===== config.mk =====
export PLATFORM = sky130hd
export DESIGN_NAME = adc_ctrl_bank
export DESIGN_NICKNAME = d
export VERILOG_FILES = /design/src/rtl/adc_regs_pkg.sv /design/src/rtl/chan_regs.sv /design/src/rtl/override_stage.sv /design/src/rtl/adc_ctrl_bank.sv
export SDC_FILE = /design/constraint.sdc
export NUM_CORES = 1
export LEC_CHECK = 0
export BUFFER_PORTS_ARGS = -buffer_cell sky130_fd_sc_hd__clkbuf_2
export CORE_MARGIN = 2
export CORE_UTILIZATION = 35
export DETAILED_ROUTE_END_ITERATION = 8
export PLACE_DENSITY_LB_ADDON = 0.15
export SLEW_MARGIN = 10
export SYNTH_ARGS = -nofsm -noshare
export SYNTH_HDL_FRONTEND = slang
export SYNTH_HIERARCHICAL = 1
export SYNTH_SLANG_ARGS = --single-unit

===== constraint.sdc =====
create_clock -name CLK -period 2.69 [get_ports CLK]
set_input_delay 0.269 -clock CLK [delete_from_list [all_inputs] [get_ports CLK]]
set_output_delay 0.269 -clock CLK [all_outputs]
set_load 0.005 [all_outputs]

===== src/rtl/adc_regs_pkg.sv =====
// adc_regs_pkg: register map, field layout, reset values and shared types of the converter control bank.
// assumes a single 10 MHz clock domain; the serial port pins are sampled as synchronous inputs.
//
// Summary of operation
// - channel-index low bits pick which data channel takes per-channel writes
// - writes act at once, except override register contents which stay pending
// - pending override applies only when transfer bit 0 is written one
// - power mode 00: datapath clocks, datapath and outputs run normally
// - power mode 01: clocks gated, datapath held in reset, outputs off
// - power mode 10: clocks and outputs off, no datapath reset
// - power mode 11: datapath and outputs reset, serial port untouched
// - serial port reset only by power-on reset, never by a register
// - enhancement bit 2 enables first-stage chopping
// - output-mode bit 6 selects reduced range, clear gives standard range
// - output-mode bit 2 inverts every bit of the serial data stream
// - output-mode bit 0 resets to one, two's complement; clear gives offset binary
// - output-adjust bits 5:4 choose the internal termination resistor
// - output-adjust bit 0 doubles clock-output drive once clock channel is selected
// - termination setting prevails over doubled clock-output drive
// - phase bits 6:4 delay sampling 0 to 7 cycles, only with divider on
// - phase bits 3:0 shift data clock in 60 degree steps, codes 0 to 11
// - override low three bits cap sample-rate capability, not actual rate
// - user I/O two bit 0 disconnects the serial data pin pull-down
// - user I/O three bit 3 powers down the common-mode generator
// - serial output control resets to 0x32

package adc_regs_pkg;
  // register addresses on the 13-bit serial port address space
  localparam logic [12:0] A_CHAN_IDX = 13'h005;
  localparam logic [12:0] A_PMODE = 13'h008;
  localparam logic [12:0] A_ENH = 13'h00c;
  localparam logic [12:0] A_OMODE = 13'h014;
  localparam logic [12:0] A_OADJ = 13'h015;
  localparam logic [12:0] A_OPHASE = 13'h016;
  localparam logic [12:0] A_SERCTL = 13'h021;
  localparam logic [12:0] A_XFER = 13'h0ff;
  localparam logic [12:0] A_OVR = 13'h100;
  localparam logic [12:0] A_UIO2 = 13'h101;
  localparam logic [12:0] A_UIO3 = 13'h102;

  // implemented bits of each register; the rest read zero
  localparam logic [7:0] M_CHAN_IDX = 8'h33;
  localparam logic [7:0] M_ENH = 8'h04;
  localparam logic [7:0] M_OMODE = 8'h45;
  localparam logic [7:0] M_OADJ_LANE = 8'h30;
  localparam logic [7:0] M_OADJ_CLK = 8'h31;
  localparam logic [7:0] M_OPHASE = 8'h7f;
  localparam logic [7:0] M_OVR = 8'h77;
  localparam logic [7:0] M_UIO2 = 8'h01;
  localparam logic [7:0] M_UIO3 = 8'h08;

  // reset values
  localparam logic [7:0] R_CHAN_IDX = 8'h33;
  localparam logic [7:0] R_OMODE = 8'h01;
  localparam logic [7:0] R_OPHASE = 8'h03;
  localparam logic [7:0] R_SERCTL = 8'h32;
  localparam logic [7:0] R_ZERO = 8'h00;

  // field positions
  localparam int B_CHOP = 2;
  localparam int B_RANGE = 6;
  localparam int B_INVERT = 2;
  localparam int B_FORMAT = 0;
  localparam int B_DRIVE = 0;
  localparam int B_COMMIT = 0;
  localparam int B_PD_OFF = 0;
  localparam int B_CM_PD = 3;
  localparam int B_OVR_EN = 6;
  localparam int F_TERM = 4;
  localparam int F_IPH = 4;
  localparam int F_RES = 4;
  localparam int F_CLKSEL = 4;
  localparam logic [3:0] DCO_PH_MAX = 4'hb;

  // power modes
  localparam logic [1:0] PM_NORMAL = 2'h0;
  localparam logic [1:0] PM_POWERDOWN = 2'h1;
  localparam logic [1:0] PM_STANDBY = 2'h2;
  localparam logic [1:0] PM_DIGRESET = 2'h3;

  // serial frame: 16 instruction bits, 8 data bits per byte
  localparam logic [3:0] LAST_INSTR_BIT = 4'hf;
  localparam logic [3:0] LAST_DATA_BIT = 4'h7;
  localparam logic [1:0] LEN_STREAM = 2'h3;

  typedef enum logic [3:0] {
    PH_IDLE = 4'b0001,
    PH_INSTR = 4'b0010,
    PH_DATA = 4'b0100,
    PH_DONE = 4'b1000
  } spi_ph_t;

  typedef struct packed {
    logic reduced_range;
    logic invert;
    logic twos_comp;
    logic [1:0] term;
  } lane_cfg_t;

  typedef struct packed {
    logic enable;
    logic [1:0] resolution;
    logic [2:0] rate_cap;
  } ovr_t;
endpackage


===== src/rtl/chan_regs.sv =====
// chan_regs: one data channel's local copy of the output-mode and output-adjust registers.
// assumes write strobes are already qualified by the channel selection.
`timescale 1ns/100ps
module chan_regs (
  // clock and reset
  input wire logic clk,
  input wire logic resetn,
  // write side
  input wire logic wr_mode,
  input wire logic wr_adj,
  input wire logic [7:0] wdata,
  // stored values and decoded lane settings
  output logic [7:0] mode_q,
  output logic [7:0] adj_q,
  output adc_regs_pkg::lane_cfg_t cfg
);
  typedef struct packed {
    logic [7:0] mode;
    logic [7:0] adj;
  } chst_t;

  chst_t st_q;
  chst_t st_d;

  // masked stores keep unassigned bits at zero
  always_comb begin
    st_d = st_q;
    if (wr_mode) st_d.mode = wdata & adc_regs_pkg::M_OMODE;
    if (wr_adj) st_d.adj = wdata & adc_regs_pkg::M_OADJ_LANE;
  end

  always_ff @(posedge clk or negedge resetn) begin
    if (!resetn) begin
      st_q <= '{mode: adc_regs_pkg::R_OMODE, adj: adc_regs_pkg::R_ZERO};
    end else begin
      st_q <= st_d;
    end
  end

  assign mode_q = st_q.mode;
  assign adj_q = st_q.adj;
  assign cfg.reduced_range = st_q.mode[adc_regs_pkg::B_RANGE];
  assign cfg.invert = st_q.mode[adc_regs_pkg::B_INVERT];
  assign cfg.twos_comp = st_q.mode[adc_regs_pkg::B_FORMAT];
  assign cfg.term = st_q.adj[adc_regs_pkg::F_TERM +: 2];

  AST_MODE_MASKED: assert property (@(posedge clk) disable iff (!resetn)
    wr_mode |=> mode_q == ($past(wdata) & adc_regs_pkg::M_OMODE))
    else $error("output mode store lost or kept reserved bits");
endmodule // chan_regs


===== src/rtl/override_stage.sv =====
// override_stage: pending and active copies of the resolution/sample-rate override.
// assumes one write strobe at a time; pending and commit never coincide.
`timescale 1ns/100ps
module override_stage (
  // clock and reset
  input wire logic clk,
  input wire logic resetn,
  // write side
  input wire logic wr_pend,
  input wire logic wr_xfer,
  input wire logic [7:0] wdata,
  // register view and applied settings
  output logic [7:0] pend_q,
  output adc_regs_pkg::ovr_t ovr
);
  typedef struct packed {
    logic [7:0] pend;
    logic [7:0] act;
  } ovst_t;

  ovst_t st_q;
  ovst_t st_d;
  logic commit;

  // the transfer bit is a trigger only; nothing of it is stored
  assign commit = wr_xfer & wdata[adc_regs_pkg::B_COMMIT];

  always_comb begin
    st_d = st_q;
    if (wr_pend) st_d.pend = wdata & adc_regs_pkg::M_OVR;
    if (commit) st_d.act = st_q.pend;
  end

  always_ff @(posedge clk or negedge resetn) begin
    if (!resetn) begin
      st_q <= '{pend: adc_regs_pkg::R_ZERO, act: adc_regs_pkg::R_ZERO};
    end else begin
      st_q <= st_d;
    end
  end

  assign pend_q = st_q.pend;
  assign ovr.enable = st_q.act[adc_regs_pkg::B_OVR_EN];
  assign ovr.resolution = st_q.act[adc_regs_pkg::F_RES +: 2];
  assign ovr.rate_cap = st_q.act[2:0];

  AST_OVR_HELD: assert property (@(posedge clk) disable iff (!resetn)
    (wr_pend && !commit) |=> ovr == $past(ovr))
    else $error("override applied without transfer");

  AST_OVR_COMMIT: assert property (@(posedge clk) disable iff (!resetn)
    commit |=> st_q.act == $past(st_q.pend))
    else $error("transfer did not apply pending override");
endmodule // override_stage


===== src/rtl/adc_ctrl_bank.sv =====
// adc_ctrl_bank: serial port slave and control register bank of a dual-channel converter.
// assumes SCLK, CSB_N and SDIO_I are synchronous to CLK and SCLK runs well below CLK/2;
// RESETN is the power-on reset and is the only thing that resets the serial port.
`timescale 1ns/100ps
module adc_ctrl_bank #(
  parameter int NUM_CH = 2
) (
  // clock and power-on reset
  input wire logic CLK,
  input wire logic RESETN,
  // serial port pins
  input wire logic SCLK,
  input wire logic CSB_N,
  input wire logic SDIO_I,
  output logic SDIO_O,
  output logic SDIO_OE,
  // clock divider status from outside the bank
  input wire logic CLOCK_DIVIDER_ON,
  // digital datapath control
  output logic DP_CLK_EN,
  output logic DP_RESET,
  output logic OUT_EN,
  output logic CHOP_EN,
  // data lane settings, one entry per channel
  output adc_regs_pkg::lane_cfg_t [NUM_CH-1:0] LANE_CFG,
  // frame and data clock output settings
  output logic [1:0] CLK_TERM,
  output logic CLK_DRIVE_2X,
  output logic [2:0] INPUT_PHASE,
  output logic [3:0] DCO_PHASE,
  output logic [7:0] SERIAL_CTL,
  // applied override and pin controls
  output adc_regs_pkg::ovr_t OVERRIDE,
  output logic SDIO_PD_OFF,
  output logic CM_GEN_PD
);
  // the channel index only has two data-channel select bits
  if (NUM_CH < 1 || NUM_CH > 2) begin : g_bad_ch
    $error("NUM_CH must be 1 or 2");
  end

  typedef struct packed {
    adc_regs_pkg::spi_ph_t ph;
    logic sclk_p;
    logic [3:0] cnt;
    logic [14:0] sh;
    logic rd;
    logic [1:0] left;
    logic [12:0] addr;
    logic [7:0] rbyte;
    logic sdo;
    logic [7:0] idx;
    logic [1:0] pm;
    logic [7:0] enh;
    logic [7:0] clk_adj;
    logic [7:0] oph;
    logic [7:0] ser;
    logic [7:0] uio2;
    logic [7:0] uio3;
  } st_t;

  localparam st_t ST_RST = '{
    ph: adc_regs_pkg::PH_IDLE,
    sclk_p: 1'b0,
    cnt: 4'h0,
    sh: 15'h0000,
    rd: 1'b0,
    left: 2'h0,
    addr: 13'h0000,
    rbyte: 8'h00,
    sdo: 1'b0,
    idx: adc_regs_pkg::R_CHAN_IDX,
    pm: adc_regs_pkg::PM_NORMAL,
    enh: adc_regs_pkg::R_ZERO,
    clk_adj: adc_regs_pkg::R_ZERO,
    oph: adc_regs_pkg::R_OPHASE,
    ser: adc_regs_pkg::R_SERCTL,
    uio2: adc_regs_pkg::R_ZERO,
    uio3: adc_regs_pkg::R_ZERO
  };

  st_t st_q;
  st_t st_d;
  logic rise;
  logic fall;
  logic wr_go;
  logic [7:0] wdata;
  logic [12:0] next_addr;
  logic [NUM_CH-1:0] wr_mode;
  logic [NUM_CH-1:0] wr_adj;
  logic [7:0] ch_mode [NUM_CH];
  logic [7:0] ch_adj [NUM_CH];
  logic [7:0] ovr_pend;
  int rsel;

  // edge detect on the sampled serial clock; only meaningful while selected
  assign rise = SCLK & ~st_q.sclk_p & ~CSB_N;
  assign fall = ~SCLK & st_q.sclk_p & ~CSB_N;
  assign wdata = {st_q.sh[6:0], SDIO_I};
  assign next_addr = st_q.addr + 13'h0001;
  // reads of channel registers come from the lowest selected data channel
  assign rsel = (st_q.idx[0] || NUM_CH == 1) ? 0 : 1;

  // read value for any address; unmapped addresses read zero
  function automatic logic [7:0] rd_val(input logic [12:0] a);
    logic [7:0] v;
    v = 8'h00;
    if (a == adc_regs_pkg::A_CHAN_IDX) begin
      v = st_q.idx;
    end else if (a == adc_regs_pkg::A_PMODE) begin
      v = {6'h00, st_q.pm};
    end else if (a == adc_regs_pkg::A_ENH) begin
      v = st_q.enh;
    end else if (a == adc_regs_pkg::A_OMODE) begin
      v = ch_mode[rsel];
    end else if (a == adc_regs_pkg::A_OADJ) begin
      // with only clock channels selected the clock copy is shown
      v = (st_q.idx[1:0] != 2'h0) ? ch_adj[rsel] : st_q.clk_adj;
    end else if (a == adc_regs_pkg::A_OPHASE) begin
      v = st_q.oph;
    end else if (a == adc_regs_pkg::A_SERCTL) begin
      v = st_q.ser;
    end else if (a == adc_regs_pkg::A_OVR) begin
      v = ovr_pend;
    end else if (a == adc_regs_pkg::A_UIO2) begin
      v = st_q.uio2;
    end else if (a == adc_regs_pkg::A_UIO3) begin
      v = st_q.uio3;
    end
    return v;
  endfunction

  // serial frame engine and global register writes; no register field reaches this path's reset
  always_comb begin
    st_d = st_q;
    st_d.sclk_p = SCLK;
    wr_go = 1'b0;
    if (CSB_N) begin
      st_d.ph = adc_regs_pkg::PH_IDLE;
      st_d.cnt = 4'h0;
    end else begin
      case (st_q.ph)
        adc_regs_pkg::PH_IDLE, adc_regs_pkg::PH_INSTR: begin
          st_d.ph = adc_regs_pkg::PH_INSTR;
          if (rise) begin
            st_d.sh = {st_q.sh[13:0], SDIO_I};
            st_d.cnt = st_q.cnt + 4'h1;
            if (st_q.cnt == adc_regs_pkg::LAST_INSTR_BIT) begin
              st_d.ph = adc_regs_pkg::PH_DATA;
              st_d.cnt = 4'h0;
              st_d.rd = st_q.sh[14];
              st_d.left = st_q.sh[13:12];
              st_d.addr = {st_q.sh[11:0], SDIO_I};
              st_d.rbyte = rd_val({st_q.sh[11:0], SDIO_I});
            end
          end
        end
        adc_regs_pkg::PH_DATA: begin
          if (rise) begin
            st_d.sh = {st_q.sh[13:0], SDIO_I};
            st_d.cnt = st_q.cnt + 4'h1;
            if (st_q.cnt == adc_regs_pkg::LAST_DATA_BIT) begin
              wr_go = ~st_q.rd;
              st_d.cnt = 4'h0;
              st_d.addr = next_addr;
              st_d.rbyte = rd_val(next_addr);
              // length code 3 streams until deselect, otherwise count bytes down
              if (st_q.left != adc_regs_pkg::LEN_STREAM) begin
                if (st_q.left == 2'h0) st_d.ph = adc_regs_pkg::PH_DONE;
                else st_d.left = st_q.left - 2'h1;
              end
            end
          end
          // read data changes on the falling edge so the host samples it on the rise
          if (fall && st_q.rd) st_d.sdo = st_q.rbyte[3'(adc_regs_pkg::LAST_DATA_BIT - st_q.cnt)];
        end
        adc_regs_pkg::PH_DONE: begin
          st_d.ph = adc_regs_pkg::PH_DONE; // extra clocks ignored until deselect
        end
        default: begin
          st_d.ph = adc_regs_pkg::PH_IDLE;
        end
      endcase
    end

    // global register writes take effect at once
    if (wr_go) begin
      if (st_q.addr == adc_regs_pkg::A_CHAN_IDX) begin
        st_d.idx = wdata & adc_regs_pkg::M_CHAN_IDX;
      end else if (st_q.addr == adc_regs_pkg::A_PMODE) begin
        st_d.pm = wdata[1:0];
      end else if (st_q.addr == adc_regs_pkg::A_ENH) begin
        st_d.enh = wdata & adc_regs_pkg::M_ENH;
      end else if (st_q.addr == adc_regs_pkg::A_OADJ) begin
        // the clock copy is written only when a clock channel is selected
        if (st_q.idx[adc_regs_pkg::F_CLKSEL +: 2] != 2'h0) st_d.clk_adj = wdata & adc_regs_pkg::M_OADJ_CLK;
      end else if (st_q.addr == adc_regs_pkg::A_OPHASE) begin
        st_d.oph = wdata & adc_regs_pkg::M_OPHASE;
        // codes above 660 degrees are not defined, the old shift is kept
        if (wdata[3:0] > adc_regs_pkg::DCO_PH_MAX) st_d.oph[3:0] = st_q.oph[3:0];
      end else if (st_q.addr == adc_regs_pkg::A_SERCTL) begin
        st_d.ser = wdata;
      end else if (st_q.addr == adc_regs_pkg::A_UIO2) begin
        st_d.uio2 = wdata & adc_regs_pkg::M_UIO2;
      end else if (st_q.addr == adc_regs_pkg::A_UIO3) begin
        st_d.uio3 = wdata & adc_regs_pkg::M_UIO3;
      end
    end
  end

  // the only reset of the serial port and the registers is the power-on reset
  always_ff @(posedge CLK or negedge RESETN) begin
    if (!RESETN) begin
      st_q <= ST_RST;
    end else begin
      st_q <= st_d;
    end
  end

  // per-channel registers follow the channel selection
  for (genvar i = 0; i < NUM_CH; i++) begin : g_ch
    assign wr_mode[i] = wr_go & (st_q.addr == adc_regs_pkg::A_OMODE) & st_q.idx[i];
    assign wr_adj[i] = wr_go & (st_q.addr == adc_regs_pkg::A_OADJ) & st_q.idx[i];
    chan_regs u_chan (
      .clk(CLK),
      .resetn(RESETN),
      .wr_mode(wr_mode[i]),
      .wr_adj(wr_adj[i]),
      .wdata(wdata),
      .mode_q(ch_mode[i]),
      .adj_q(ch_adj[i]),
      .cfg(LANE_CFG[i])
    );
  end

  // override contents wait for the transfer bit
  override_stage u_ovr (
    .clk(CLK),
    .resetn(RESETN),
    .wr_pend(wr_go & (st_q.addr == adc_regs_pkg::A_OVR)),
    .wr_xfer(wr_go & (st_q.addr == adc_regs_pkg::A_XFER)),
    .wdata(wdata),
    .pend_q(ovr_pend),
    .ovr(OVERRIDE)
  );

  // serial data pin drive
  assign SDIO_O = st_q.sdo;
  assign SDIO_OE = ~CSB_N & (st_q.ph == adc_regs_pkg::PH_DATA) & st_q.rd;

  // power modes steer the datapath; the serial port is never part of it
  assign DP_CLK_EN = (st_q.pm == adc_regs_pkg::PM_NORMAL);
  assign DP_RESET = (st_q.pm == adc_regs_pkg::PM_POWERDOWN) | (st_q.pm == adc_regs_pkg::PM_DIGRESET);
  assign OUT_EN = (st_q.pm == adc_regs_pkg::PM_NORMAL);

  // analog and output controls
  assign CHOP_EN = st_q.enh[adc_regs_pkg::B_CHOP];
  assign CLK_TERM = st_q.clk_adj[adc_regs_pkg::F_TERM +: 2];
  // a selected termination sets the current, so doubled drive is dropped
  assign CLK_DRIVE_2X = st_q.clk_adj[adc_regs_pkg::B_DRIVE] & (CLK_TERM == 2'h0);
  // phase delay only matters with the divider; the host keeps it within the ratio
  assign INPUT_PHASE = CLOCK_DIVIDER_ON ? st_q.oph[adc_regs_pkg::F_IPH +: 3] : 3'h0;
  assign DCO_PHASE = st_q.oph[3:0];
  assign SERIAL_CTL = st_q.ser;
  assign SDIO_PD_OFF = st_q.uio2[adc_regs_pkg::B_PD_OFF];
  assign CM_GEN_PD = st_q.uio3[adc_regs_pkg::B_CM_PD];

  AST_CH_SELECT: assert property (@(posedge CLK) disable iff (!RESETN)
    (wr_go && st_q.addr == adc_regs_pkg::A_OMODE && !st_q.idx[0]) |=> ch_mode[0] == $past(ch_mode[0]))
    else $error("unselected channel took a per-channel write");

  AST_PM_NORMAL: assert property (@(posedge CLK) disable iff (!RESETN)
    (st_q.pm == adc_regs_pkg::PM_NORMAL) |-> (DP_CLK_EN && OUT_EN && !DP_RESET))
    else $error("normal mode does not run the datapath");

  AST_PM_DOWN: assert property (@(posedge CLK) disable iff (!RESETN)
    (st_q.pm == adc_regs_pkg::PM_POWERDOWN) |-> (!DP_CLK_EN && DP_RESET && !OUT_EN))
    else $error("power-down mode wrong");

  AST_PM_STANDBY: assert property (@(posedge CLK) disable iff (!RESETN)
    (st_q.pm == adc_regs_pkg::PM_STANDBY) |-> (!DP_CLK_EN && !DP_RESET && !OUT_EN))
    else $error("standby mode wrong");

  AST_PM_DIGRESET: assert property (@(posedge CLK) disable iff (!RESETN)
    (st_q.pm == adc_regs_pkg::PM_DIGRESET) |-> (DP_RESET && !OUT_EN))
    else $error("digital reset mode wrong");

  AST_PORT_ALIVE: assert property (@(posedge CLK) disable iff (!RESETN)
    (st_q.pm != adc_regs_pkg::PM_NORMAL && rise && st_q.ph == adc_regs_pkg::PH_INSTR
     && st_q.cnt != adc_regs_pkg::LAST_INSTR_BIT) |=> st_q.cnt == $past(st_q.cnt) + 4'h1)
    else $error("serial port stalled by power mode");

  AST_TERM_WINS: assert property (@(posedge CLK) disable iff (!RESETN)
    (CLK_TERM != 2'h0) |-> !CLK_DRIVE_2X)
    else $error("doubled drive applied with termination");

  AST_IPH_GATED: assert property (@(posedge CLK) disable iff (!RESETN)
    !CLOCK_DIVIDER_ON |-> INPUT_PHASE == 3'h0)
    else $error("input phase applied without divider");

  AST_DCO_RANGE: assert property (@(posedge CLK) disable iff (!RESETN)
    DCO_PHASE <= adc_regs_pkg::DCO_PH_MAX)
    else $error("data clock phase code out of range");

  // write effects show one cycle after the strobe; a wrong decode is caught here in the cycle the datapath already sees it
  AST_PM_WRITE: assert property (@(posedge CLK) disable iff (!RESETN)
    (wr_go && st_q.addr == adc_regs_pkg::A_PMODE) |=> st_q.pm == $past(wdata[1:0]))
    else $error("power mode write did not take effect");

  AST_IDX_MASKED: assert property (@(posedge CLK) disable iff (!RESETN)
    (wr_go && st_q.addr == adc_regs_pkg::A_CHAN_IDX) |=> st_q.idx == ($past(wdata) & adc_regs_pkg::M_CHAN_IDX))
    else $error("channel index store wrong");

  AST_CHOP_WRITE: assert property (@(posedge CLK) disable iff (!RESETN)
    (wr_go && st_q.addr == adc_regs_pkg::A_ENH) |=> CHOP_EN == $past(wdata[adc_regs_pkg::B_CHOP]))
    else $error("chop enable does not follow its bit");

  AST_ENH_MASKED: assert property (@(posedge CLK) disable iff (!RESETN)
    (wr_go && st_q.addr == adc_regs_pkg::A_ENH) |=> st_q.enh == ($past(wdata) & adc_regs_pkg::M_ENH))
    else $error("enhancement store kept open bits");

  AST_CLK_SLOT_KEPT: assert property (@(posedge CLK) disable iff (!RESETN)
    (wr_go && st_q.addr == adc_regs_pkg::A_OADJ && st_q.idx[adc_regs_pkg::F_CLKSEL +: 2] == 2'h0)
    |=> $stable(st_q.clk_adj))
    else $error("clock slot written without clock channel selected");

  AST_OPH_INPUT: assert property (@(posedge CLK) disable iff (!RESETN)
    (wr_go && st_q.addr == adc_regs_pkg::A_OPHASE) |=> st_q.oph[adc_regs_pkg::F_IPH +: 3] == $past(wdata[6:4]))
    else $error("input phase field not stored");

  AST_DCO_KEEP: assert property (@(posedge CLK) disable iff (!RESETN)
    (wr_go && st_q.addr == adc_regs_pkg::A_OPHASE && wdata[3:0] > adc_regs_pkg::DCO_PH_MAX)
    |=> $stable(DCO_PHASE))
    else $error("undefined data clock phase code accepted");

  AST_SER_WRITE: assert property (@(posedge CLK) disable iff (!RESETN)
    (wr_go && st_q.addr == adc_regs_pkg::A_SERCTL) |=> SERIAL_CTL == $past(wdata))
    else $error("serial output control write did not take effect");

  AST_PD_OFF_WRITE: assert property (@(posedge CLK) disable iff (!RESETN)
    (wr_go && st_q.addr == adc_regs_pkg::A_UIO2) |=> SDIO_PD_OFF == $past(wdata[adc_regs_pkg::B_PD_OFF]))
    else $error("pull-down control does not follow its bit");

  AST_CM_PD_WRITE: assert property (@(posedge CLK) disable iff (!RESETN)
    (wr_go && st_q.addr == adc_regs_pkg::A_UIO3) |=> CM_GEN_PD == $past(wdata[adc_regs_pkg::B_CM_PD]))
    else $error("common-mode power-down does not follow its bit");
endmodule // adc_ctrl_bank


# == Word-level counts from Yosys, hierarchy flattened ==
# Cells that the tools add are included.
# classes
add_sub_neg,4
order_cmp,3
eq_ne,51
muxes,55
bitwise,30
reduce_logical,25
# op_table
operator,count
two-way mux 8 bit,21
"== test 13 x 5 -> 1 bit, second input constant",9
"== test 13 x 9 -> 1 bit, second input constant",9
"== test 13 x 4 -> 1 bit, second input constant",6
two-way mux 23 bit,2
case mux 23 bit (2 select lines),1
two-way mux 4 bit,11
two-way mux 43 bit,1
"== test 13 x 3 -> 1 bit, second input constant",3
"== test 13 x 6 -> 1 bit, second input constant",3
case mux 19 bit (2 select lines),1
"greater-or-equal comparator 32 x 2 -> 1 bit, second input constant",1
NOT 1 -> 32 bit,1
two-way mux 24 bit,1
two-way mux 19 bit,1
AND reduction 6 bit,3
bitwise AND 1 bit,16
AND reduction 4 bit,4
AND reduction 8 bit,2
"inequality test 3 bit, second input constant",5
two-way mux 7 bit,2
"inequality test 2 bit, second input constant",7
AND reduction 7 bit,2
"adder 13 x 1 -> 13 bit, second input constant",1
28 further kinds,55
# word_totals
ff_bits,98
elab_cells,192

# == Longest topological paths before layout ==
# Gate-level depths: netlist (run 1).
# depth
ltp_word,15
mapped_depth,11
ltp_nobuf,10

# == By module ==
# Netlist (run 1), hierarchy kept.
# modules_own_cells
mod,instances,cells_each,area_each_um2,seq_area_each_um2
adc_ctrl_bank,1,629,5491.5,1914.3
chan_regs,2,27,306.5,126.4
override_stage,1,29,499.2,300.3

# == Least setup slack after synthesis (run 1) ==
# No wires, ideal clock.
# synth_path
kind,reg2reg
from,register st_q[67] in the netlist's numbering
to,register st_q[59] in the netlist's numbering
setup_ns,0.129
arrival_ns,2.594
required_time_ns,2.561
path_slack_ns,-0.033
path_stages_with_launch,11
path_buffers,1
period_less_slack_ns,2.723
path_cell_list,dfrtp_1 ha_1 or4b_1 nor3_1 nor3_1 a21o_1 or2_1 buf_2 or4b_1 a211oi_1 a211oi_1
# synth_between
elab_chain_cells,14
word_cells_on_any_way,22
# synth_lines
element,line,source
start: declaration,adc_ctrl_bank.sv:82,st_t st_q;
start signal: assignment,adc_ctrl_bank.sv:216,st_q <= st_d;
adder 13 x 1 -> 13 bit *,adc_ctrl_bank.sv:100,assign next_addr = st_q.addr + 13'h0001;
== test 13 x 9 -> 1 bit,adc_ctrl_bank.sv:125,end else if (a == adc_regs_pkg::A_UIO2) begin
two-way mux 4 bit,adc_ctrl_bank.sv:125,
two-way mux 7 bit,adc_ctrl_bank.sv:123,end else if (a == adc_regs_pkg::A_OVR) begin
two-way mux 8 bit,adc_ctrl_bank.sv:121,end else if (a == adc_regs_pkg::A_SERCTL) begin
two-way mux 8 bit,adc_ctrl_bank.sv:119,end else if (a == adc_regs_pkg::A_OPHASE) begin
two-way mux 8 bit,adc_ctrl_bank.sv:116,end else if (a == adc_regs_pkg::A_OADJ) begin
two-way mux 8 bit,adc_ctrl_bank.sv:114,end else if (a == adc_regs_pkg::A_OMODE) begin
two-way mux 8 bit,adc_ctrl_bank.sv:112,end else if (a == adc_regs_pkg::A_ENH) begin
two-way mux 8 bit,adc_ctrl_bank.sv:110,end else if (a == adc_regs_pkg::A_PMODE) begin
two-way mux 8 bit *,adc_ctrl_bank.sv:108,if (a == adc_regs_pkg::A_CHAN_IDX) begin
two-way mux 23 bit *,adc_ctrl_bank.sv:162,if (st_q.cnt == adc_regs_pkg::LAST_DATA_BIT) begin
two-way mux 23 bit *,adc_ctrl_bank.sv:159,if (rise) begin
case mux 23 bit (2 select lines) *,adc_ctrl_bank.sv:142,case (st_q.ph)
# Every way passes the cells marked *; elsewhere a longest branch is shown, timed or not. The select of a mux whose other input is x is not followed.
# A chain may end at the register's enable or synchronous reset.

# == Worst setup path in the final report (run 1) ==
# Ends and elaborated chain as after synthesis.

==> results of run 1 <==
-- layout by cell type (no fill, tap or decap), types with 9 or more instances in the layout --
master,n
nand4_1,9
conb_1,24
nand2b_1,9
clkbuf_2,46
dfrtp_1,85
nand3_1,18
nor4_1,12
buf_4,101
o21ai_0,35
a22oi_1,12
inv_1,13
a31oi_1,11
mux2_2,61
clkbuf_16,9
and3_1,11
nand2_1,46
dfstp_2,12
and2_1,9
mux2i_1,12
nor3_1,12
nor2_1,62
a21oi_1,41
-- worst reg2reg max path, stage by stage, from the launching register on --
cell	delay [ps]
dfrtp_1	410
buf_4	170
and3_1	190
a2111oi_1	500
nor3_2	130
a21o_1	210
or2_1	230
or4b_4	480
a211oi_2	190
a211oi_1	60
-- worst max-delay path by stage --
stage               from       end  slack [ps]  depth (start not counted)
2_1_floorplan   st_q[67]  st_q[59]           6                         10
3_3_place_gp    st_q[93]  st_q[60]        -210                          8
3_5_place_dp    st_q[94]  st_q[60]        -110                          8
4_1_cts        st_q[103]  st_q[65]           9                          7
5_1_grt         st_q[67]  st_q[59]        -100                          9
6_report        st_q[67]  st_q[59]          -1                          9
-- sequential cells by signal, summed over array words and instances, names as in the netlist --
| signal | cells |
|---|---|
| CM_GEN_PD | 1 |
| SDIO_PD_OFF | 1 |
| g_ch.u_chan/mode_q | 6 |
| DCO_PHASE | 4 |
| u_ovr/pend_q | 6 |
| CHOP_EN | 1 |
| u_ovr/ovr | 6 |
| st_q | 58 |
| SDIO_O | 1 |
| CLK_TERM | 2 |
| SERIAL_CTL | 8 |
| g_ch.u_chan/adj_q | 4 |
-- final cells by class --
class / instances / area share (%)
Timing Repair Buffer: 151 / 13.28
Clock buffer: 9 / 2.825
Inverter: 13 / 0.6121
Multi-Input combinational cell: 527 / 47.30
Sequential cell: 98 / 30.96
Clock inverter: 7 / 1.350
Tap cell: 234 / 3.672
-- logic make-up (layout without fill, tap and decap cells) --
logic type | after synthesis | count (layout) | synth area share [%]
multiplexers | 83 | 83 | 14.57
adder cells (fa/ha/maj) | 7 | 7 | 1.326
other | 3 | 24 | 0.1705
buffers and inverters | 108 | 180 | 9.227
XOR/XNOR | 7 | 7 | 0.9284
AO/OA/AOI/OAI | 157 | 157 | 15.75
flip-flops | 98 | 98 | 37.36
AND/OR/NAND/NOR | 249 | 249 | 20.67
-- power groups by stage --
stage	Clock (mW)	Sequential (mW)	Combinational, mW
3_3_place_gp	0	1.72	0.932
4_1_cts	1.53	1.69	0.963
5_1_grt	1.58	1.70	1.07
2_1_floorplan	0	1.67	0.507
3_5_place_dp	0	1.72	0.941
6_report	1.50	1.69	0.977
-- what timing repair did --
action	4_1_cts	5_1_grt
pin swaps	1	5
endpoints found under the hold margin	36	0
hold buffers	1	0
endpoints found under the setup margin	8	32
buffers inserted	0	2
gates resized for setup	4	27
-- stage by stage --
stage | TNS [ps] | util [%] | total power [mW] | hold slack (ps) | instance area (µm²)
floorplan | 0 | - | 2.177 | -26.59 | 6685
global placement | -351.5 | 40.13 | 2.653 | 324.4 | 7457
detailed placement | -274.8 | 40.13 | 2.661 | 335.5 | 7457
CTS | 0 | 42.09 | 4.181 | 38.36 | 7821
global route | -232.3 | 42.91 | 4.358 | 41.06 | 7973
finish | -1.103 | 42.91 | 4.169 | 47.73 | 7973
-- metal layers --
metal | vias to the layer above | track usage (%)
li1 | 2733 | -
met1 | 2945 | 30.73
met2 | 173 | 37.05
met3 | 47 | 4.894
met4 | 0 | 10.11
met5 | - | 0
==> run metrics, run 1 <==
initial antenna violation count=0; clk_lat worst skew=360 ps; Fillers=1818; TritonCTS clock tree=done; Hold Vio Cnt, Final=0; Die W=141.4 µm; number of setup violations in the final report=1; Mapped Avg Cell Area=9.275 µm²; failing checks=negative setup slack; CP startpoint kind=flop; final worst-path cycle share=100.0%; Buffers & Inverters on Critical Path=1; Worst Tran Pin Value=633.3 ps; GPL Wtd Cong=0.9313; number of flops mapped to enable cells by yosys=0; Initial Util=35.54%; drt wl/cell=21.83 µm; Comb pwr share=23.4%; f_max=0.3716 GHz; crit path time final=2691 ps; Synth cell types=75; Placed Cells=1020; share of the synthesized area in the top cell type=32.59%; layout cells sized above 1=35.53%; Syn Std Cell Area=6604 µm²; peak supply drop=0.0003025 V; Starting DRT DRC Count=410; die height=141.4 µm; clock skew=12.00 ps; WL met3=1125 µm; Clk Tree Root Cell=clkbuf_16; Vias/cell=5.677; max-slew violation count=0; most instantiated library cell after synthesis=dfrtp_1; switching power share of the total=32.45%; Critical Path AT=2930 ps; max-cap viol count=0; Worst Hold Depth=1; Psw=1.353 mW; DRT Pass-1 Iters=5; Static Leak=3.566 nW; row cnt=50; Non-Filler Instances=1039; DP Worst Slack=-108.4 ps; Crit path largest cell delay=500 ps; met2 wire len=10700 µm; CP required=2930 ps; critical path's slowest cell=a2111oi_1; register area=2469 µm²; sequential share of power=40.6%; H-tree Lvls=3; Clock Power Share=36.0%; Clock Tree Buf Depth=2; Ports=48; All-Layer GR Usage=23.29%; largest net degree at the start of global routing=42; P&R area growth vs syn=20.73%; Nets=813; number of global-route vias before repair=6080; top cell family by delay on the critical path=simple AND/OR/NAND/NOR gates; IO Port Bufs=47; WL met1=9944 µm; CP Max Fanout=4; worst reg2reg startpoint=st_q[67]; first-pass GRT wire length=35440 µm; FFs w/ async S/R, synth=100.0%; remaining antenna violation count=0; Core ar.=18580 µm²; CP cell instances=buf_4 > and3_1 > a2111oi_1 > nor3_2 > a21o_1 > or2_1 > or4b_4 > a211oi_2 > a211oi_1; Worst Setup End Kind=flop; Commonest cells post-synth=dfrtp_1 (86), nor2_1 (62), mux2_2 (61); status=finished, violations left; cell taking the most area after synthesis=dfrtp_1; routed vias=5898; Hold Path Class=input port to flop; synth top area cells=dfrtp_1 (33%), mux2_2 (10%), buf_4 (5.6%); Max transition margin=57.78%; worst reg-to-reg setup slack=-1 ps; TritonCTS Buffers=9; sequential area share after synthesis=37.36%; internal power=2.817 mW; RSZ-0062 raised after global routing=yes; PD cells=522.9 nW/µm²; Yosys Warn Count=6; highest routing layer actually used=met4; area of the multi-input gates=3771 µm²; number of diodes=0; reg-to-reg endpoint=st_q[59]; DP Wirelength=17170 µm; hold path startpoint=SCLK; fin worst setup slack=-1.103 ps; hold path endpoint=st_q[102]; R2R depth=9; Total Die Area=19980 µm²; grt ovf=0; Crit Path Class=flop to flop; Post-Synthesis Cells=712; total wire length=22690 µm; Top FF cell, synth=dfrtp_1; DRC viols=0; FF+latch count, synth=98; clk sinks=98; CTS clk-pin slew, worst paths=80 ps
Note: power is estimated with default switching activity, not from simulation.
==> run 2: changes to the inputs <==
--- a/config.mk
+++ b/config.mk
@@ -9,6 +9,7 @@
 export CORE_MARGIN = 2
 export CORE_UTILIZATION = 35
 export DETAILED_ROUTE_END_ITERATION = 8
+export HOLD_SLACK_MARGIN = 0.03
 export PLACE_DENSITY_LB_ADDON = 0.15
 export SLEW_MARGIN = 10
 export SYNTH_ARGS = -nofsm -noshare
==> constraint.sdc (replaced) <==
create_clock -name CLK -period 2.2 [get_ports CLK]
set_input_delay 0.22 -clock CLK [delete_from_list [all_inputs] [get_ports CLK]]
set_output_delay 0.22 -clock CLK [all_outputs]
set_load 0.005 [all_outputs]
==> run 2 against run 1 <==
- the run still ends with negative setup slack left
- flip-flop and latch count stayed put
- via count rose by 5.0%
- worst hold slack improved by 130 ps
- fmax rose by 3.2%
- count of clock-buffer cells in the layout is 1 higher
- die area unchanged
- register-to-register slack lost 410 ps
- combinational power rose by 60%
- first-iteration DRC count is 8.8% higher
- sequential power rose by 17%
- design area increased by 17%
- clock skew down 3.2 ps
- largest power group unchanged
==> run metrics, run 2 (synthesized netlist as in run 1, its figures left out) <==
status=finished, violations left (unchanged); failing checks=negative setup slack (unchanged); initial antenna violation count=0 (unchanged); R2R depth=9 (unchanged); remaining antenna violation count=0 (unchanged); Max transition margin=62.73% (was 57.78%); grt ovf=0 (unchanged); Die W=141.4 µm (unchanged); routed vias=6194 (was 5898); Nets=902 (was 813); max reg flops=58 (unchanged); Non-Filler Instances=1128 (was 1039); row cnt=50 (unchanged); IO Port Bufs=47 (unchanged); All-Layer GR Usage=23.26% (was 23.29%); number of setup violations in the final report=68 (was 1); die height=141.4 µm (unchanged); total wire length=23110 µm (was 22690 µm); CP cell instances=ha_4 > or4b_4 > nor3_4 > nor3_2 > a21o_1 > or2_1 > or4b_1 > a211oi_2 > a211oi_1 (was buf_4 > and3_1 > a2111oi_1 > nor3_2 > a21o_1 > or2_1 > or4b_4 > a211oi_2 > a211oi_1); Static Leak=4.159 nW (was 3.566 nW); critical path's slowest cell=or4b_4 (was a2111oi_1); CTS clk-pin slew, worst paths=70 ps (was 80 ps); Worst Tran Pin Value=554.4 ps (was 633.3 ps); crit path time final=2607 ps (was 2691 ps); RSZ-0062 raised after global routing=yes (unchanged); DP Worst Slack=-518.7 ps (was -108.4 ps); DRC viols=0 (unchanged); Crit path largest cell delay=500 ps (about the same); most common cell after layout, fill and taps aside=buf_4 (unchanged); clk_lat worst skew=360 ps (about the same); CP required=2440 ps (was 2930 ps); Hold Vio Cnt, Final=0 (unchanged); TritonCTS Buffers=9 (unchanged); CP Max Fanout=6 (was 4); Clock Tree Buf Depth=2 (unchanged); Hold Path Class=input port to flop (unchanged); Starting DRT DRC Count=446 (was 410); max-cap viol count=0 (unchanged); Crit Path Class=flop to flop (unchanged); P&R area growth vs syn=41.46% (was 20.73%); DP Wirelength=17150 µm (was 17170 µm); Total Die Area=19980 µm² (unchanged); CP startpoint kind=flop (unchanged); GPL Wtd Cong=0.9355 (was 0.9313); fin worst setup slack=-406.9 ps (was -1.103 ps); peak supply drop=0.0004308 V (was 0.0003025 V); DRT Pass-1 Iters=5 (unchanged); f_max=0.3836 GHz (was 0.3716 GHz); PD cells=552.1 nW/µm² (was 522.9 nW/µm²); number of global-route vias before repair=6422 (was 6080); reg-to-reg endpoint=st_q[59] (unchanged); H-tree Lvls=3 (unchanged); final worst-path cycle share=118.5% (was 100.0%); clock skew=8.761 ps (was 12.00 ps); hold path endpoint=st_q[100] (was st_q[102]); Worst Setup End Kind=flop (unchanged); clk sinks=98 (unchanged); Critical Path AT=2850 ps (was 2930 ps); largest net degree at the start of global routing=54 (was 42); max-slew violation count=0 (unchanged); Top reg by flops=st_q (unchanged); worst reg2reg startpoint=st_q[67] (unchanged); hold path startpoint=CSB_N (was SCLK); number of diodes=0 (unchanged); Core ar.=18580 µm² (unchanged); most frequent cells in the layout=buf_4 (165), dfrtp_1 (80), nor2_1 (53) (was buf_4 (101), dfrtp_1 (85), nor2_1 (62)); layout cells sized above 1=49.22% (was 35.53%); fin util=50.28% (was 42.91%); Clk Tree Root Cell=clkbuf_16 (unchanged); Worst Hold Depth=2 (was 1); drt wl/cell=20.49 µm (was 21.83 µm); Fillers=1717 (was 1818); worst reg-to-reg setup slack=-410 ps (was -1 ps); TritonCTS clock tree=done (unchanged); Initial Util=35.54% (unchanged); Ports=48 (unchanged); Placed Cells=1088 (was 1020); Vias/cell=5.491 (was 5.677); first-pass GRT wire length=35610 µm (was 35440 µm)
## run 2: worst max-delay path by stage
| stage | to | start | cells after the start | slack (ps) |
|---|---|---|---|---|
| floorplan | st_q[59] | st_q[68] | 10 | -480 |
| global placement | st_q[59] | st_q[68] | 8 | -430 |
| detailed placement | st_q[62] | st_q[68] | 10 | -520 |
| CTS | st_q[59] | st_q[68] | 9 | -390 |
| global route | st_q[59] | st_q[67] | 9 | -500 |
| finish | st_q[59] | st_q[67] | 9 | -410 |
## run 2: power by group
group	switching [mW]	internal, mW
registers	0.0723	1.91
clock network	0.728	0.885
logic	0.889	0.676
total	1.69	3.47
## run 2: final cells by class
type | count | area, µm² | share of cell area (%)
Sequential cell | 98 | 2475 | 26.49
Clock buffer | 10 | 229.0 | 2.451
Clock inverter | 6 | 67.56 | 0.7233
Multi-Input combinational cell | 527 | 4365 | 46.73
Timing Repair Buffer | 240 | 1858 | 19.89
Tap cell | 234 | 292.8 | 3.134
Inverter | 13 | 53.80 | 0.5759
## run 2: layer usage
metal | global-route usage, % | wire [µm] | vias up
met1 | 30.27 | 10310 | 3097
met3 | 3.847 | 793 | 48
met2 | 38.73 | 11150 | 129
met4 | 9.158 | 859 | 0
li1 | - | - | 2920
met5 | 0 | 0 | -
## run 2: worst max-delay path: cells and delay by family, from the launching register on
kind	cells	cell delay [ps]
AND/OR/NAND/NOR	5	1420
AO/OA/AOI/OAI	3	460
flip-flops	1	420
adder cells (fa/ha/maj)	1	200
## run 2: repair_timing
item | in CTS | in global routing
gates resized for setup | 121 | 55
setup endpoints to repair | 71 | 89
pin swaps | 37 | 20
setup buffers | 16 | 11
endpoints found under the hold margin | 13 | 0
gates cloned | 2 | 0
hold buffers | 2 | 0
## run 2: metrics by stage
step                      total power [mW]  hold WS [ps]  instance area (µm²)  TNS (ps)
after global routing                 5.383         209.4                 9341    -15130
final                                5.158         182.1                 9341    -10850
after floorplan                      2.694        -75.59                 6917     -5234
after CTS                            5.156         170.0                 9106    -11290
after detailed placement             3.434         94.27                 8169    -13920
after global placement               3.412         88.72                 8169    -11500
==> run 3: changes to the inputs <==
--- a/config.mk
+++ b/config.mk
@@ -7,7 +7,7 @@
 export LEC_CHECK = 0
 export BUFFER_PORTS_ARGS = -buffer_cell sky130_fd_sc_hd__clkbuf_2
 export CORE_MARGIN = 2
-export CORE_UTILIZATION = 35
+export CORE_UTILIZATION = 55
 export DETAILED_ROUTE_END_ITERATION = 8
 export HOLD_SLACK_MARGIN = 0.03
 export PLACE_DENSITY_LB_ADDON = 0.15
==> run 3 against run 2 <==
- the run still ends with negative setup slack left
- power is 2.3% higher
- sequential power hardly changed
- flip-flop and latch count is the same
- sequential share of layout area hardly changed
- largest power group unchanged
- register-to-register slack got worse by 40 ps
- clock power decreased by 3%
- via count rose by 5.4%
==> run metrics, run 3 (synthesized netlist as in run 1, its figures left out) <==
Clock Tree Buf Depth=2 (unchanged); remaining antenna violation count=0 (unchanged); max reg flops=58 (unchanged); H-tree Lvls=3 (unchanged); drt wl/cell=22.66 µm (was 20.49 µm); Vias/cell=6.236 (was 5.491); failing checks=negative setup slack (unchanged); first-pass GRT wire length=35490 µm (was 35610 µm); IO Port Bufs=47 (unchanged); Core ar.=11860 µm² (was 18580 µm²); Top reg by flops=st_q (unchanged); final worst-path cycle share=120.4% (was 118.5%); total wire length=23730 µm (was 23110 µm); Buffers & Inverters on Critical Path=0 (unchanged); f_max=0.3776 GHz (was 0.3836 GHz); number of diodes=0 (unchanged); GPL Wtd Cong=0.9578 (was 0.9355); fin worst setup slack=-448.2 ps (was -406.9 ps); initial antenna violation count=0 (unchanged); area of the multi-input gates=4408 µm² (was 4365 µm²); Static Leak=4.230 nW (was 4.159 nW); clock skew=13.14 ps (was 8.761 ps); Clk Tree Root Cell=clkbuf_16 (unchanged); Initial Util=55.68% (was 35.54%); DRT Pass-1 Iters=6 (was 5); Hold Vio Cnt, Final=0 (unchanged); switching power share of the total=34.56% (was 32.75%); max-slew violation count=0 (unchanged); Die W=113.6 µm (was 141.4 µm); CP cell instances=ha_4 > or4b_1 > nor3_2 > nor3_2 > a21o_1 > or2_1 > or4b_1 > a211oi_2 > a211oi_2 (was ha_4 > or4b_4 > nor3_4 > nor3_2 > a21o_1 > or2_1 > or4b_1 > a211oi_2 > a211oi_1); Critical Path AT=2880 ps (was 2850 ps); status=finished, violations left (unchanged); Crit Path Class=flop to flop (unchanged); clk_lat worst skew=360 ps (about the same); layout cells sized above 1=49.56% (was 49.22%); max-cap viol count=0 (unchanged); Nets=908 (was 902); PD cells=565.1 nW/µm² (was 552.1 nW/µm²); routed vias=6529 (was 6194); peak supply drop=0.0009029 V (was 0.0004308 V); Fillers=769 (was 1717); clk sinks=98 (unchanged); Comb pwr share=32.4% (was 30.3%); Worst Tran Pin Value=573.9 ps (was 554.4 ps); Crit path largest cell delay=490 ps (was 500 ps); Total Die Area=12900 µm² (was 19980 µm²); Starting DRT DRC Count=596 (was 446); CP Max Fanout=6 (unchanged); sequential share of power=38.0% (was 38.4%); TNS Setup=-16540 ps (was -10850 ps); top cell family by delay on the critical path=simple AND/OR/NAND/NOR gates (unchanged); crit path time final=2648 ps (was 2607 ps); CP required=2430 ps (was 2440 ps); row cnt=40 (was 50); internal power=3.453 mW (was 3.469 mW); grt ovf=0 (unchanged); Worst Setup End Kind=flop (unchanged); number of setup violations in the final report=69 (was 68); Psw=1.823 mW (was 1.689 mW); Hold Path Class=input port to flop (unchanged); CP startpoint kind=flop (unchanged); P&R area growth vs syn=41.38% (was 41.46%); Clock Power Share=29.6% (was 31.3%); TritonCTS clock tree=done (unchanged); TritonCTS Buffers=9 (unchanged); Ports=48 (unchanged); most common cell after layout, fill and taps aside=buf_4 (unchanged); critical path's slowest cell=or4b_1 (was or4b_4); fin util=78.71% (was 50.28%); Max transition margin=61.74% (was 62.73%); DRC viols=0 (unchanged); DP Wirelength=16450 µm (was 17150 µm); most frequent cells in the layout=buf_4 (172), dfrtp_1 (81), nor2_1 (52) (was buf_4 (165), dfrtp_1 (80), nor2_1 (53)); RSZ-0062 raised after global routing=yes (unchanged); CTS clk-pin slew, worst paths=80 ps (was 70 ps); All-Layer GR Usage=36.09% (was 23.26%); number of global-route vias before repair=6442 (was 6422); largest net degree at the start of global routing=57 (was 54); die height=113.6 µm (was 141.4 µm); register area=2474 µm² (was 2475 µm²)
run 3: worst paths after layout:
| path | from | to | slack [ps] | cells past startpoint |
|---|---|---|---|---|
| min in group asynchronous | RESETN | st_q[32] | 390 | 2 |
| max | st_q[68] | st_q[59] | -450 | 9 |
| max in group asynchronous | RESETN | SERIAL_CTL[4] | 1060 | 3 |
| max reg2reg | st_q[68] | st_q[59] | -450 | 9 |
| min reg2reg | SDIO_O | SDIO_O | 490 | 2 |
| min | SCLK | SDIO_O | 210 | 3 |
run 3: worst min-delay path, stage by stage:
cell and delay (ps):
clkbuf_2 100, nand3b_1 110, o21ai_0 90
run 3: repair_timing:
item                                   4_1_cts  5_1_grt
hold buffers                                 2        0
endpoints found under the hold margin       39        0
setup buffers                               19       18
pin swaps                                   35       26
gates cloned                                 2        1
resized for setup                          114       61
setup endpoints to repair                   82       87
run 3: power groups by stage:
| stage | registers [mW] | clock network, mW | logic, mW |
|---|---|---|---|
| floorplan | 2.06 | 0 | 0.636 |
| global placement | 2.01 | 0 | 1.37 |
| detailed placement | 2.02 | 0 | 1.41 |
| CTS | 1.99 | 1.55 | 1.53 |
| global route | 2.01 | 1.63 | 1.79 |
| finish | 2.00 | 1.56 | 1.71 |
run 3: area by class of cell:
cell class	instances	share of cell area (%)
multi-input cells	527	47.21
clock inverters	5	0.4020
flip-flops and latches	98	26.49
inverters	13	0.5763
repair buffers	246	20.75
clock buffers	11	2.600
well taps	147	1.970
run 3: metal layers:
metal | part of all wire (%) | wire [µm] | track usage (%)
met3 | 6.3 | 1502 | 5.260
met2 | 48 | 11340 | 57.25
met5 | 0 | 0 | 0
met1 | 42 | 10060 | 49.59
met4 | 3.5 | 821 | 15.69
run 3: stage by stage:
stage | cell area [µm²] | power [mW] | setup slack [ps] | hold slack [ps] | cells
after floorplan | 6917 | 2.694 | -475.5 | -75.59 | 733
after global placement | 8045 | 3.382 | -406.4 | 232.5 | 999
after detailed placement | 8045 | 3.425 | -436.1 | 248.2 | 999
after CTS | 8945 | 5.076 | -395.2 | 199.8 | 1035
after global routing | 9336 | 5.431 | -613.3 | 253.6 | 1047
final | 9336 | 5.276 | -448.2 | 210.6 | 1047
